<file path="src/psa_pkg.sv">
// Purpose: constants, register map and state types of the phase sync / phase adjust block
// Assumes: one 10 MHz reference clock, Avalon-MM register access
// Notes:   all offsets are byte addresses of 32-bit words
`default_nettype none

package psa_pkg;

    localparam int          REF_CLK_HZ       = 10_000_000;
    localparam int          SETTLE_TIME_US   = 50;
    localparam logic [15:0] SETTLE_CYCLES    =
        16'((SETTLE_TIME_US * (REF_CLK_HZ / 1_000_000)));

    localparam logic [5:0]  OFS_CTRL         = 6'h00;
    localparam logic [5:0]  OFS_DIV          = 6'h04;
    localparam logic [5:0]  OFS_DEN          = 6'h08;
    localparam logic [5:0]  OFS_SEED         = 6'h0C;
    localparam logic [5:0]  OFS_RSTDLY       = 6'h10;
    localparam logic [5:0]  OFS_STATUS       = 6'h14;
    localparam logic [5:0]  OFS_PHASE        = 6'h18;
    localparam logic [5:0]  OFS_VCO_READ     = 6'h1C;
    localparam logic [5:0]  OFS_VCO_FORCE    = 6'h20;

    localparam int          CTRL_SYNC_EN     = 0;
    localparam int          CTRL_PIN_MASK    = 1;
    localparam int          CTRL_INIT        = 2;
    localparam int          CTRL_MOD_RST     = 3;
    localparam int          CTRL_FRAC        = 4;
    localparam int          CTRL_ORDER_LSB   = 5;
    localparam int          DIV_RATIO_LSB    = 0;
    localparam int          DIV_ASEL_LSB     = 8;
    localparam int          DIV_BSEL_LSB     = 10;
    localparam int          VCO_CORE_LSB     = 0;
    localparam int          VCO_CAP_LSB      = 3;
    localparam int          VCO_BIAS_LSB     = 11;
    localparam int          VCO_FORCE_BIT    = 31;

    localparam logic [1:0]  SEL_OUTPUT_DIVIDE_RATIO        = 2'h0;
    localparam logic [1:0]  SEL_VCO          = 2'h1;
    localparam logic [1:0]  SEL_CONV_REF     = 2'h2;

    localparam logic        RST_PIN_MASK     = 1'h1;
    localparam logic [7:0]  RST_RATIO        = 8'h02;
    localparam logic [1:0]  RST_SEL          = 2'h1;
    localparam logic [23:0] RST_DEN          = 24'h000001;
    localparam logic [15:0] RST_RSTDLY       = 16'h0000;
    localparam logic [39:0] FULL_TURN_DEG    = 40'h0000000168;

    typedef enum logic [2:0] {
        SEQ_IDLE   = 3'b000,
        SEQ_CAL    = 3'b001,
        SEQ_SETTLE = 3'b010,
        SEQ_MODRST = 3'b011,
        SEQ_DONE   = 3'b100
    } psa_seq_e;

    typedef enum logic [1:0] {
        CALC_IDLE  = 2'b00,
        CALC_MOD   = 2'b01,
        CALC_PHASE = 2'b10
    } psa_calc_e;

endpackage

`default_nettype wire

</file>
<file path="src/psa_incl_div.sv">
// Purpose: included feedback divide and second divider stage
// Assumes: selections and ratio come from registers on the same clock
// Notes:   purely combinational
`default_nettype none

module psa_incl_div
    import psa_pkg::*;
(
    input  wire logic       sync_en,
    input  wire logic [7:0] ratio,
    input  wire logic [1:0] a_sel,
    input  wire logic [1:0] b_sel,
    output logic      [2:0] incl,
    output logic      [1:0] stage_second
);
    logic uses_div;

    always_comb begin
        uses_div = (a_sel == SEL_OUTPUT_DIVIDE_RATIO) || (b_sel == SEL_OUTPUT_DIVIDE_RATIO) || (b_sel == SEL_CONV_REF);
        // three for ratios divisible by three, except 24 and 192 which give two
        if ((ratio % 8'h03) == 8'h00 && ratio != 8'h18 && ratio != 8'hC0 && ratio != 8'h02) begin
            stage_second = 2'h3;
        end else begin
            stage_second = 2'h2;
        end
        // unity without the divider in path
        if (!sync_en || !uses_div) begin
            incl = 3'h1;
        end else begin
            incl = {stage_second, 1'b0};
        end
    end
endmodule

`default_nettype wire

</file>
<file path="src/psa_divider.sv">
// Purpose: sequential restoring divider for phase arithmetic
// Assumes: start only while not busy
// Notes:   one bit per cycle; a zero divisor gives all ones
`default_nettype none

module psa_divider
    import psa_pkg::*;
(
    input  wire logic        clk,
    input  wire logic        reset_n,
    input  wire logic        start,
    input  wire logic [39:0] dividend,
    input  wire logic [39:0] divisor,
    output logic             busy,
    output logic             done,
    output logic      [39:0] quotient,
    output logic      [39:0] remainder
);
    typedef struct packed {
        logic [39:0] rem;
        logic [39:0] quo;
        logic [39:0] dsr;
        logic [5:0]  cnt;
        logic        busy;
        logic        done;
    } psa_div_s;

    psa_div_s s;
    psa_div_s next_s;

    always_comb begin
        logic [40:0] trial;
        trial = 41'h0;
        next_s = s;
        next_s.done = 1'b0;
        if (start && !s.busy) begin
            next_s.rem = 40'h0;
            next_s.quo = dividend;
            next_s.dsr = divisor;
            next_s.cnt = 6'h28;
            next_s.busy = 1'b1;
        end else if (s.busy) begin
            trial = {s.rem, s.quo[39]};
            if (trial >= {1'b0, s.dsr}) begin
                next_s.rem = 40'(trial - {1'b0, s.dsr});
                next_s.quo = {s.quo[38:0], 1'b1};
            end else begin
                next_s.rem = trial[39:0];
                next_s.quo = {s.quo[38:0], 1'b0};
            end
            next_s.cnt = s.cnt - 6'h01;
            if (s.cnt == 6'h01) begin
                next_s.busy = 1'b0;
                next_s.done = 1'b1;
            end
        end
    end

    always_ff @(posedge clk or negedge reset_n) begin
        if (!reset_n) begin
            s <= '0;
        end else begin
            s <= next_s;
        end
    end

    assign busy      = s.busy;
    assign done      = s.done;
    assign quotient  = s.quo;
    assign remainder = s.rem;
endmodule

`default_nettype wire

</file>
<file path="src/psa_top.sv">
// Purpose: phase synchronisation and phase adjust control with Avalon-MM registers
// Assumes: calibration engine and modulator sit on REF_CLK; SYNC_PIN is asynchronous
// Notes:   every access takes one wait state
`default_nettype none

module psa_top
    import psa_pkg::*;
(
    input  wire logic        REF_CLK,
    input  wire logic        RESET_N,
    input  wire logic [5:0]  AVS_ADDRESS,
    input  wire logic        AVS_READ,
    input  wire logic        AVS_WRITE,
    input  wire logic [31:0] AVS_WRITEDATA,
    output logic      [31:0] AVS_READDATA,
    output logic             AVS_WAITREQUEST,
    input  wire logic        SYNC_PIN,
    input  wire logic        CAL_DONE,
    input  wire logic [2:0]  CAL_CORE,
    input  wire logic [7:0]  CAL_CAPCODE,
    input  wire logic [8:0]  CAL_BIAS,
    output logic             SYNC_MODE,
    output logic             SYNC_PULSE,
    output logic             CAL_START,
    output logic             MOD_RESET,
    output logic             PHASE_DETERMINISTIC,
    output logic      [2:0]  INCLUDED_DIVIDE,
    output logic      [1:0]  STAGE_SECOND,
    output logic      [23:0] PHASE_OFFSET,
    output logic             FORCE_EN,
    output logic      [2:0]  FORCE_CORE,
    output logic      [7:0]  FORCE_CAPCODE,
    output logic      [8:0]  FORCE_BIAS
);
    typedef struct packed {
        logic        pin_meta;
        logic        pin_sync;
        logic        pin_last;
        logic        sync_en;
        logic        pin_mask;
        logic        frac_mode;
        logic [2:0]  order;
        logic [7:0]  ratio;
        logic [1:0]  a_sel;
        logic [1:0]  b_sel;
        logic [23:0] den;
        logic [23:0] acc;
        logic [15:0] rst_dly;
        logic        force_en;
        logic [2:0]  force_core;
        logic [7:0]  force_cap;
        logic [8:0]  force_bias;
        logic [2:0]  rd_core;
        logic [7:0]  rd_cap;
        logic [8:0]  rd_bias;
        logic        ack;
        logic [31:0] rdata;
        psa_seq_e    seq;
        logic [15:0] cnt;
        logic        determ;
        logic        sync_pulse;
        logic        cal_start;
        logic        mod_rst;
        logic [2:0]  incl;
        logic [1:0]  stage2;
        psa_calc_e   calc;
        logic        dirty;
        logic [31:0] phase;
        logic        shift_ok;
    } psa_state_s;

    psa_state_s  s;
    psa_state_s  next_s;
    logic [2:0]  incl_now;
    logic [1:0]  stage2_now;
    logic        div_start;
    logic [39:0] div_dividend;
    logic [39:0] div_divisor;
    logic        div_busy;
    logic        div_done;
    logic [39:0] div_quo;
    logic [39:0] div_rem;
    logic        wr_acc;
    logic        rd_acc;
    logic        sw_sync;
    logic        pin_event;
    logic        sync_event;
    logic        sw_mod_rst;
    logic        seed_wr;

    psa_incl_div u_incl (
        .sync_en      (s.sync_en),
        .ratio        (s.ratio),
        .a_sel        (s.a_sel),
        .b_sel        (s.b_sel),
        .incl         (incl_now),
        .stage_second (stage2_now)
    );

    psa_divider u_div (
        .clk       (REF_CLK),
        .reset_n   (RESET_N),
        .start     (div_start),
        .dividend  (div_dividend),
        .divisor   (div_divisor),
        .busy      (div_busy),
        .done      (div_done),
        .quotient  (div_quo),
        .remainder (div_rem)
    );

    always_comb begin
        next_s = s;
        // a request is taken on the edge where waitrequest is already low
        wr_acc = AVS_WRITE && s.ack;
        rd_acc = AVS_READ && s.ack;
        next_s.ack = (AVS_READ || AVS_WRITE) && !s.ack;
        next_s.pin_meta = SYNC_PIN;
        next_s.pin_sync = s.pin_meta;
        next_s.pin_last = s.pin_sync;
        sw_sync = wr_acc && AVS_ADDRESS == OFS_CTRL && AVS_WRITEDATA[CTRL_SYNC_EN]
                  && !s.sync_en && !AVS_WRITEDATA[CTRL_INIT];
        pin_event = s.sync_en && !s.pin_mask && s.pin_sync && !s.pin_last;
        sync_event = sw_sync || pin_event;
        sw_mod_rst = wr_acc && AVS_ADDRESS == OFS_CTRL && AVS_WRITEDATA[CTRL_MOD_RST];
        seed_wr = wr_acc && AVS_ADDRESS == OFS_SEED;
        next_s.incl = incl_now;
        next_s.stage2 = stage2_now;
        if (wr_acc) begin
            unique case (AVS_ADDRESS)
                OFS_CTRL: begin
                    next_s.sync_en = AVS_WRITEDATA[CTRL_SYNC_EN];
                    next_s.pin_mask = AVS_WRITEDATA[CTRL_PIN_MASK];
                    next_s.frac_mode = AVS_WRITEDATA[CTRL_FRAC];
                    next_s.order = AVS_WRITEDATA[CTRL_ORDER_LSB +: 3];
                end
                OFS_DIV: begin
                    next_s.ratio = AVS_WRITEDATA[DIV_RATIO_LSB +: 8];
                    next_s.a_sel = AVS_WRITEDATA[DIV_ASEL_LSB +: 2];
                    next_s.b_sel = AVS_WRITEDATA[DIV_BSEL_LSB +: 2];
                end
                OFS_DEN: next_s.den = AVS_WRITEDATA[23:0];
                OFS_RSTDLY: next_s.rst_dly = AVS_WRITEDATA[15:0];
                OFS_VCO_FORCE: begin
                    next_s.force_en = AVS_WRITEDATA[VCO_FORCE_BIT];
                    next_s.force_core = AVS_WRITEDATA[VCO_CORE_LSB +: 3];
                    next_s.force_cap = AVS_WRITEDATA[VCO_CAP_LSB +: 8];
                    next_s.force_bias = AVS_WRITEDATA[VCO_BIAS_LSB +: 9];
                end
                default: ;
            endcase
        end
        // seed adds, also right after a zeroing
        if (sync_event || sw_mod_rst) begin
            next_s.acc = seed_wr ? AVS_WRITEDATA[23:0] : 24'h0;
        end else if (seed_wr) begin
            next_s.acc = s.acc + AVS_WRITEDATA[23:0];
        end
        next_s.rdata = 32'h0;
        if (AVS_READ && !s.ack) begin
            unique case (AVS_ADDRESS)
                OFS_CTRL: next_s.rdata = {24'h0, s.order, s.frac_mode, 2'b00,
                                          s.pin_mask, s.sync_en};
                OFS_DIV: next_s.rdata = {20'h0, s.b_sel, s.a_sel, s.ratio};
                OFS_DEN: next_s.rdata = {8'h0, s.den};
                OFS_SEED: next_s.rdata = {8'h0, s.acc};
                OFS_RSTDLY: next_s.rdata = {16'h0, s.rst_dly};
                OFS_STATUS: next_s.rdata = {23'h0, (s.calc != CALC_IDLE) || s.dirty,
                                            s.shift_ok, s.stage2, s.incl, s.determ,
                                            s.seq != SEQ_IDLE && s.seq != SEQ_DONE};
                OFS_PHASE: next_s.rdata = s.phase;
                OFS_VCO_READ: next_s.rdata = {12'h0, s.rd_bias, s.rd_cap, s.rd_core};
                OFS_VCO_FORCE: next_s.rdata = {s.force_en, 11'h0, s.force_bias,
                                               s.force_cap, s.force_core};
                default: next_s.rdata = 32'h0;
            endcase
        end else if (rd_acc) begin
            next_s.rdata = s.rdata;
        end
        // event leaves on the next reference edge
        next_s.sync_pulse = sync_event;
        next_s.cal_start = sync_event;
        next_s.mod_rst = sw_mod_rst;
        // wait through cal, settle and reset delay
        unique case (s.seq)
            SEQ_IDLE: ;
            SEQ_CAL: begin
                if (CAL_DONE) begin
                    next_s.rd_core = CAL_CORE;
                    next_s.rd_cap = CAL_CAPCODE;
                    next_s.rd_bias = CAL_BIAS;
                    next_s.seq = SEQ_SETTLE;
                    next_s.cnt = SETTLE_CYCLES - 16'h0001;
                end
            end
            SEQ_SETTLE: begin
                if (s.cnt != 16'h0) begin
                    next_s.cnt = s.cnt - 16'h0001;
                end else if (s.frac_mode && s.rst_dly != 16'h0) begin
                    next_s.seq = SEQ_MODRST;
                    next_s.cnt = s.rst_dly - 16'h0001;
                end else begin
                    next_s.seq = SEQ_DONE;
                    next_s.determ = 1'b1;
                end
            end
            SEQ_MODRST: begin
                if (s.cnt != 16'h0) begin
                    next_s.cnt = s.cnt - 16'h0001;
                end else begin
                    next_s.seq = SEQ_DONE;
                    next_s.determ = 1'b1;
                end
            end
            SEQ_DONE: ;
            default: next_s.seq = SEQ_IDLE;
        endcase
        if (!next_s.sync_en) begin
            next_s.seq = SEQ_IDLE;
            next_s.determ = 1'b0;
        end
        // a new event restarts the sequence even mid-way
        if (sync_event) begin
            next_s.seq = SEQ_CAL;
            next_s.determ = 1'b0;
        end
        // degrees recomputed whenever an input moves
        div_start = 1'b0;
        div_dividend = {16'h0, s.acc};
        div_divisor = {16'h0, s.den};
        unique case (s.calc)
            CALC_IDLE: begin
                if (s.dirty && !div_busy) begin
                    div_start = 1'b1;
                    next_s.dirty = 1'b0;
                    next_s.calc = CALC_MOD;
                end
            end
            CALC_MOD: begin
                if (div_done) begin
                    // order zero or off-multiple first order gives no shift
                    next_s.shift_ok = (s.order != 3'h0)
                                      && (s.order != 3'h1 || div_rem == 40'h0);
                    div_start = 1'b1;
                    div_dividend = 40'({16'h0, s.acc} * FULL_TURN_DEG * {37'h0, s.incl});
                    div_divisor = 40'({16'h0, s.den} * {32'h0, s.ratio});
                    next_s.calc = CALC_PHASE;
                end
            end
            CALC_PHASE: begin
                if (div_done) begin
                    next_s.phase = div_quo[31:0];
                    next_s.calc = CALC_IDLE;
                end
            end
            default: next_s.calc = CALC_IDLE;
        endcase
        // a fresh change wins over the clear at job start
        if (next_s.acc != s.acc || next_s.den != s.den || next_s.ratio != s.ratio
            || next_s.incl != s.incl || next_s.order != s.order) begin
            next_s.dirty = 1'b1;
        end
    end

    always_ff @(posedge REF_CLK or negedge RESET_N) begin
        if (!RESET_N) begin
            s <= '0;
            s.pin_mask <= RST_PIN_MASK;
            s.ratio <= RST_RATIO;
            s.a_sel <= RST_SEL;
            s.b_sel <= RST_SEL;
            s.den <= RST_DEN;
            s.rst_dly <= RST_RSTDLY;
            s.incl <= 3'h1;
            s.stage2 <= 2'h2;
            s.seq <= SEQ_IDLE;
            s.calc <= CALC_IDLE;
        end else begin
            s <= next_s;
        end
    end

    assign AVS_WAITREQUEST     = (AVS_READ || AVS_WRITE) && !s.ack;
    assign AVS_READDATA        = s.rdata;
    assign SYNC_MODE           = s.sync_en;
    assign SYNC_PULSE          = s.sync_pulse;
    assign CAL_START           = s.cal_start;
    assign MOD_RESET           = s.mod_rst;
    assign PHASE_DETERMINISTIC = s.determ;
    assign INCLUDED_DIVIDE     = s.incl;
    assign STAGE_SECOND        = s.stage2;
    assign PHASE_OFFSET        = s.acc;
    // forced settings offered to later calibrations
    assign FORCE_EN            = s.force_en;
    assign FORCE_CORE          = s.force_core;
    assign FORCE_CAPCODE       = s.force_cap;
    assign FORCE_BIAS          = s.force_bias;
endmodule

`default_nettype wire

</file>
<file path="config.mk">
export PLATFORM = sky130hd
export DESIGN_NAME = psa_top
export DESIGN_NICKNAME = d
export VERILOG_FILES = /design/src/psa_pkg.sv /design/src/psa_incl_div.sv /design/src/psa_divider.sv /design/src/psa_top.sv
export SDC_FILE = /design/constraint.sdc
export NUM_CORES = 2
export LEC_CHECK = 0
export ABC_AREA = 1
export BUFFER_PORTS_ARGS = -buffer_cell sky130_fd_sc_hd__buf_2
export CAP_MARGIN = 5
export CELL_PAD_IN_SITES_DETAIL_PLACEMENT = 1
export CELL_PAD_IN_SITES_GLOBAL_PLACEMENT = 1
export CORE_UTILIZATION = 43
export CTS_CLUSTER_SIZE = 20
export DETAILED_ROUTE_END_ITERATION = 7
export PLACE_DENSITY_LB_ADDON = 0.1
export SYNTH_ARGS = -nofsm -noshare
export SYNTH_HDL_FRONTEND = slang
export SYNTH_SLANG_ARGS = --single-unit
export TNS_END_PERCENT = 50
</file>
<file path="constraint.sdc">
create_clock -name REF_CLK -period 6.21 [get_ports REF_CLK]
set_input_delay 0.3105 -clock REF_CLK [delete_from_list [all_inputs] [get_ports REF_CLK]]
set_output_delay 0.3105 -clock REF_CLK [all_outputs]
set_load 0.01 [all_outputs]
</file>
# Word-level counts from Yosys, hierarchy flattened
# Index checks and enable logic that the tools add are counted.
[totals]
output_inout_bits = 88
ff_bits = 350
elab_cells = 206
input_bits = 64
[classes]
magnitude_cmp = 1
div = 1
multipliers = 3
eq_ne = 39
n_addsub = 5
n_reduce_logical = 69
n_mux = 49
[op_table]
columns = ["cell", "n"]
rows = [
  ["$pmux 32 s9", 1],
  ["$mux 80", 3],
  ["$mux 32", 4],
  ["$mux 24", 4],
  ["$mux 36", 2],
  ["$mux 16", 3],
  ["$ne 24x24->1", 2],
  ["$pmux 16 s3", 1],
  ["$mux 42", 1],
  ["$ge 41x40->1", 1],
  ["$logic_not 40->1", 1],
  ["$sub 40x40->40", 1],
  ["$mul 30x3->33", 1],
  ["$mul 24x8->32", 1],
  ["$reduce_bool 16->1", 2],
  ["$sub 16x1->16 const B", 2],
  ["$mul 24x6->30 const B", 1],
  ["$add 24x24->24", 1],
  ["$eq 6x5->1 const B", 4],
  ["$logic_and 1x1->1", 21],
  ["$mux 3", 7],
  ["$mux 19", 1],
  ["$ne 4x4->1 const B", 4],
  ["$reduce_and 2->1", 8],
  ["42 further kinds", 90],
]

# Longest topological paths before layout
[depth]
depth_word = 15
depth_mapped = 37
ltp_nobuf = 37

# Hierarchy
# Synthesis repeated with hierarchy kept, for this count alone.
[hier_totals]
hier_cells = 5290
hier_area_um2 = 36306.1
[modules_own_cells]
columns = ["mod", "n_inst", "seq_area_each_um2", "cells_each", "area_each_um2"]
rows = [
  ["psa_top", 1, 5564.1, 3774, 26301.5],
  ["psa_divider", 1, 3203.1, 1428, 9514.1],
  ["psa_incl_div", 1, 0.0, 88, 490.5],
]

# Least setup slack after synthesis
# No wires, ideal clock.
[synth_timing]
kind = "register -> register"
from = "reg s, in the netlist PHASE_OFFSET[1]"
to = "reg u_div.s, in the netlist u_div.quotient[34]"
n_path_buf = 0
arrival_ps = 5963
path_stages_with_launch = 37
slack_ps = 165
setup_time_ps = 82
period_less_slack_ps = 6045
required_ps = 6128
path_cell_list = "dfrtp_1 -> ha_1 -> inv_1 -> fa_1 -> fa_1 -> inv_1 -> ha_1 -> nand3_1 -> nand2_1 -> a21oi_1 -> o21ai_1 -> a21oi_1 -> o21bai_1 -> a21oi_1 -> o21ai_1 -> nand2_1 -> nand2_1 -> a21oi_1 -> xnor2_1 -> nand2_1 -> fa_1 -> inv_1 -> ha_1 -> nand2_1 -> inv_1 -> nand2_1 -> nor2_1 -> nand4_1 -> nand3_1 -> nand2_1 -> o211ai_1 -> nand3_1 -> nand2_1 -> a21oi_1 -> xor2_1 -> or2_2 -> a31oi_1"
[synth_between]
elab_chain_cells = 5
[synth_lines]
columns = ["item", "line_no", "text"]
rows = [
  ["start, declared", "psa_top.sv:72", "psa_state_s s;"],
  ["start signal, assigned", "psa_top.sv:279", "s <= next_s;"],
  ["$mul 24x6->30", "psa_top.sv:245", "div_dividend = 40'({16'h0, s.acc} * FULL_TURN_DEG * {37'h0, s.incl});"],
  ["$mul 30x3->33", "psa_top.sv:245", ""],
  ["$mux 36", "psa_top.sv:240", "if (div_done) begin"],
  ["$mux 36", "psa_top.sv:231", "unique case (s.calc)"],
  ["$mux 80", "psa_divider.sv:36", "if (start && !s.busy) begin"],
  ["end signal, assigned", "psa_divider.sv:63", "s <= next_s;"],
  ["end, declared", "psa_divider.sv:28", "psa_div_s s;"],
]
# Every way passes these cells.
# A chain may end at the register's enable or synchronous reset.

# Worst setup path after layout
[layout_timing]
from = "reg s, in the netlist PHASE_OFFSET[4]"
to = "reg u_div.s, in the netlist u_div.quotient[30]"
# Same word-level chain as after synthesis.

==> results.py <==
metrics = {
    "run_status": {
        "status": "complete, no violations",
    },
    "yosys": {
        "synth_area_leaders": "dfrtp_1 (26%), fa_1 (13%), nand2_1 (11%), inv_1 (9.6%), ha_1 (7.8%)",
        "yosysUniqueCellTypes": 65,
        "syn_avg_cell_area_um2": 7.28,
        "syn_inst": 4486,
        "yosys.area.top_type": "dfrtp_1",
        "yosysSeqAreaShare_pct": 26.2,
        "synth.top_cell.area_share_pct": 25.7,
        "synthFlopType": "dfrtp_1",
        "synth-edff-count": 0,
        "synth-async-reset-ratio_pct": 100,
        "synth_seq_cells": 341,
        "ys_warn_count": 0,
        "netlist_area_mm2": 0.0326,
        "synthesis.nets": 4958,
    },
    "place": {
        "dp_slack_ps": -187,
        "io_buffer_count": 143,
        "dpl.hpwl_mm": 93.5,
        "gp_congestion": 0.947,
    },
    "setup_path": {
        "endpoint_kind": "flip-flop",
        "max_stage_delay_ps": 550,
        "r2r-start": "PHASE_OFFSET[4]$_DFF_PN0_",
        "crit_fanout": 5,
        "reg2reg_to": "u_div.quotient[30]$_DFFE_PN0P_",
        "r2r_cells": 35,
        "cpMostUsedCell": "nand2_1",
        "critPathKind": "flip-flop to flip-flop",
        "start_kind": "flip-flop",
        "reg2reg_slack_ps": 110,
        "cpLargestDelayFamily": "adder cells",
        "cp.arrival_ps": 6560,
        "path_buf_inv": 7,
        "cp_slowest_cell": "fa_1",
        "required_ps": 6660,
    },
    "detailed_routing": {
        "wire_per_inst_um": 21.8,
        "firstDrtPassIters": 6,
        "dr_total_vias": 31100,
        "drtAntennaViolNets": 0,
        "viasPerCell": 5.57,
        "drt-total-wl_mm": 122,
        "drc": 0,
        "drtIter0Drc": 2143,
    },
    "die": {
        "dieHeight_um": 278,
        "core-area_mm2": 0.0748,
        "initial_core_util_pct": 43.6,
        "die_w_um": 278,
        "dieArea_mm2": 0.0770,
        "row_count": 100,
        "pin_count": 152,
    },
    "timing": {
        "fmax_ghz": 0.164,
        "slew_headroom_pct": 24.2,
        "setup_viol": 0,
        "final.setup.worst_slack_ps": 108,
        "hold_ws_ps": 51.3,
        "fin_worst_skew_ps": 24.1,
        "rsz0062_at_grt": "true",
        "min_period_ps": 6100,
        "fin_crit_sh_pct": 98.3,
        "finalHoldViolCount": 0,
        "max_slew.worst_pin.slew_ps": 1140,
        "drv_slew": 0,
    },
    "hold_path": {
        "holdPathEnd": "s[96]$_DFF_PN0_",
        "hold_class": "input port to flip-flop",
        "hold_start": "AVS_WRITE",
        "worstHoldPathCells": 3,
    },
    "clock_tree": {
        "clk_pin_slew_ps": 60,
        "root_buffer": "clkbuf_16",
        "cts_buffer_depth": 3,
        "cts_htree_levels": 2,
        "cts_tree": "yes",
        "cts_made_buffers": 44,
        "cts.sinks": 341,
        "clkLatencyLatePin_ps": 610,
    },
    "global_route": {
        "busiest_layer": "met2",
        "grt_pass1_wl_mm": 189,
        "met1_usage_pct": 43.9,
        "antenna_found_initial": 2,
        "grt_start_max_net_pins": 153,
        "grt_pass1_vias": 31600,
        "use_met2_pct": 50.7,
        "grt_remaining_overflow": 0,
        "grt_usage_pct": 31.6,
        "use_met3_pct": 3.90,
    },
    "layout": {
        "drive_above_1_share_pct": 11.5,
        "num-nets-final": 5054,
        "layout_commonest_cell": "nand2_1",
        "final_cell_mix": "nand2_1 (961), inv_1 (826), o21ai_0 (340)",
        "area_growth_pct": 12.4,
        "utilization_pct": 49.0,
        "fill_cells": 9460,
    },
    "power": {
        "p_int_mw": 11.2,
        "comb_power_share_pct": 73.6,
        "clkPwrFrac_pct": 12.0,
        "power_switching_mw": 11.5,
        "irDropWorstVdd_mv": 1.36,
        "p_total_mw": 22.7,
        "swShare_pct": 50.7,
        "p_leak_nw": 19.5,
        "seq_power_share_pct": 14.4,
        "powerDensity_mw_per_mm2": 618,
    },
    "run": {
        "maxCapViolCount": 0,
    },
}
[registers in the layout (all words and copies together), names as in the netlist]
name	flops
FORCE_EN	1
u_div.quotient	40
SYNC_MODE	1
u_div.busy	1
FORCE_CAPCODE	8
PHASE_DETERMINISTIC	1
INCLUDED_DIVIDE	3
u_div.s	38
u_div.done	1
u_div.remainder	40
STAGE_SECOND	1
CAL_START	1
AVS_READDATA	32
FORCE_CORE	3
PHASE_OFFSET	24
MOD_RESET	1
next_s	2
FORCE_BIAS	9
s	134
[power groups by stage]
stage	Clock, mW	Sequential (mW)	Combinational (mW)
3_5_place_dp	0	3.27	14.1
6_report	2.73	3.25	16.7
2_1_floorplan	0	3.02	9.92
3_3_place_gp	0	3.26	13.7
5_1_grt	2.83	3.31	18.6
4_1_cts	2.76	3.24	14.9
[per-layer routing]
layer  part of all wire [%]  wire length, um  up-vias
met5                      0                0        -
met4                    3.8             4680        0
met3                    5.4             6610      206
met2                     46            55700      782
met1                     45            55000    15600
li1                       -                -    14500
[worst min-delay path: cells and delay by family]
| family | cells | cell delay, ps |
|---|---|---|
| buf+inv | 1 | 120 |
| simple gates | 2 | 170 |
[logic make-up after synthesis]
family                   synth area share (%)
multiplexers                            0.414
AND/OR/NAND/NOR                          21.0
adder cells (fa/ha/maj)                  20.4
flip-flops                               26.2
other                                  0.0115
buffers and inverters                    13.8
XOR/XNOR                                 2.31
AO/OA/AOI/OAI                            15.9
[cells in the mapped netlist, drive strengths merged, types with 16 or more instances]
master,count
o211ai,16
inv,843
nor4,27
nor2,265
buf,140
dfrtp,335
a21oi,305
nor3,25
or2,20
fa,205
o21ai,403
ha,203
o22ai,43
nand3,263
a221oi,21
clkbuf,107
a31oi,21
o221ai,31
nand2,977
xor2,49
nand4,37
xnor2,37
a22oi,16
[what timing repair did]
action                     4_1_cts  5_1_grt
gates resized for setup         31      102
pin swaps                       13       65
setup endpoints to repair        7       14
hold buffers                    23        0
setup buffers                    3       16
hold endpoints to repair        81        0
[cell type report]
class	instances	area [um2]	share of cell area [%]
Antenna cell	1	2.50	0.00682
Clock buffer	61	1240	3.39
Clock inverter	21	256	0.699
Inverter	848	3190	8.68
Multi-Input combinational cell	3050	20200	55.1
Sequential cell	341	8550	23.3
Tap cell	969	1210	3.30
Timing Repair Buffer	297	2010	5.48
[worst max path at each step]
stage                              start  depth (start not counted)                        endpoint  slack, ps
2_1_floorplan  PHASE_OFFSET[1]$_DFF_PN0_                         36  u_div.quotient[34]$_DFFE_PN0P_        160
3_3_place_gp   PHASE_OFFSET[1]$_DFF_PN0_                         35  u_div.quotient[30]$_DFFE_PN0P_        -50
3_5_place_dp   PHASE_OFFSET[1]$_DFF_PN0_                         35  u_div.quotient[30]$_DFFE_PN0P_       -190
4_1_cts        PHASE_OFFSET[3]$_DFF_PN0_                         34  u_div.quotient[30]$_DFFE_PN0P_        -10
5_1_grt        PHASE_OFFSET[2]$_DFF_PN0_                         35  u_div.quotient[27]$_DFFE_PN0P_       -280
6_report       PHASE_OFFSET[4]$_DFF_PN0_                         35  u_div.quotient[30]$_DFFE_PN0P_        110
[per-stage QoR]
step | instances | cell area [um2] | setup TNS (ps)
6_report | 5588 | 36700 | 0
5_1_grt | 5587 | 36700 | -2020
4_1_cts | 5571 | 36100 | -9.65
3_5_place_dp | 5463 | 34200 | -892
3_3_place_gp | 5463 | 34200 | -95.3
2_1_floorplan | 4486 | 32600 | 0
Power figures use the tool's default switching activity.
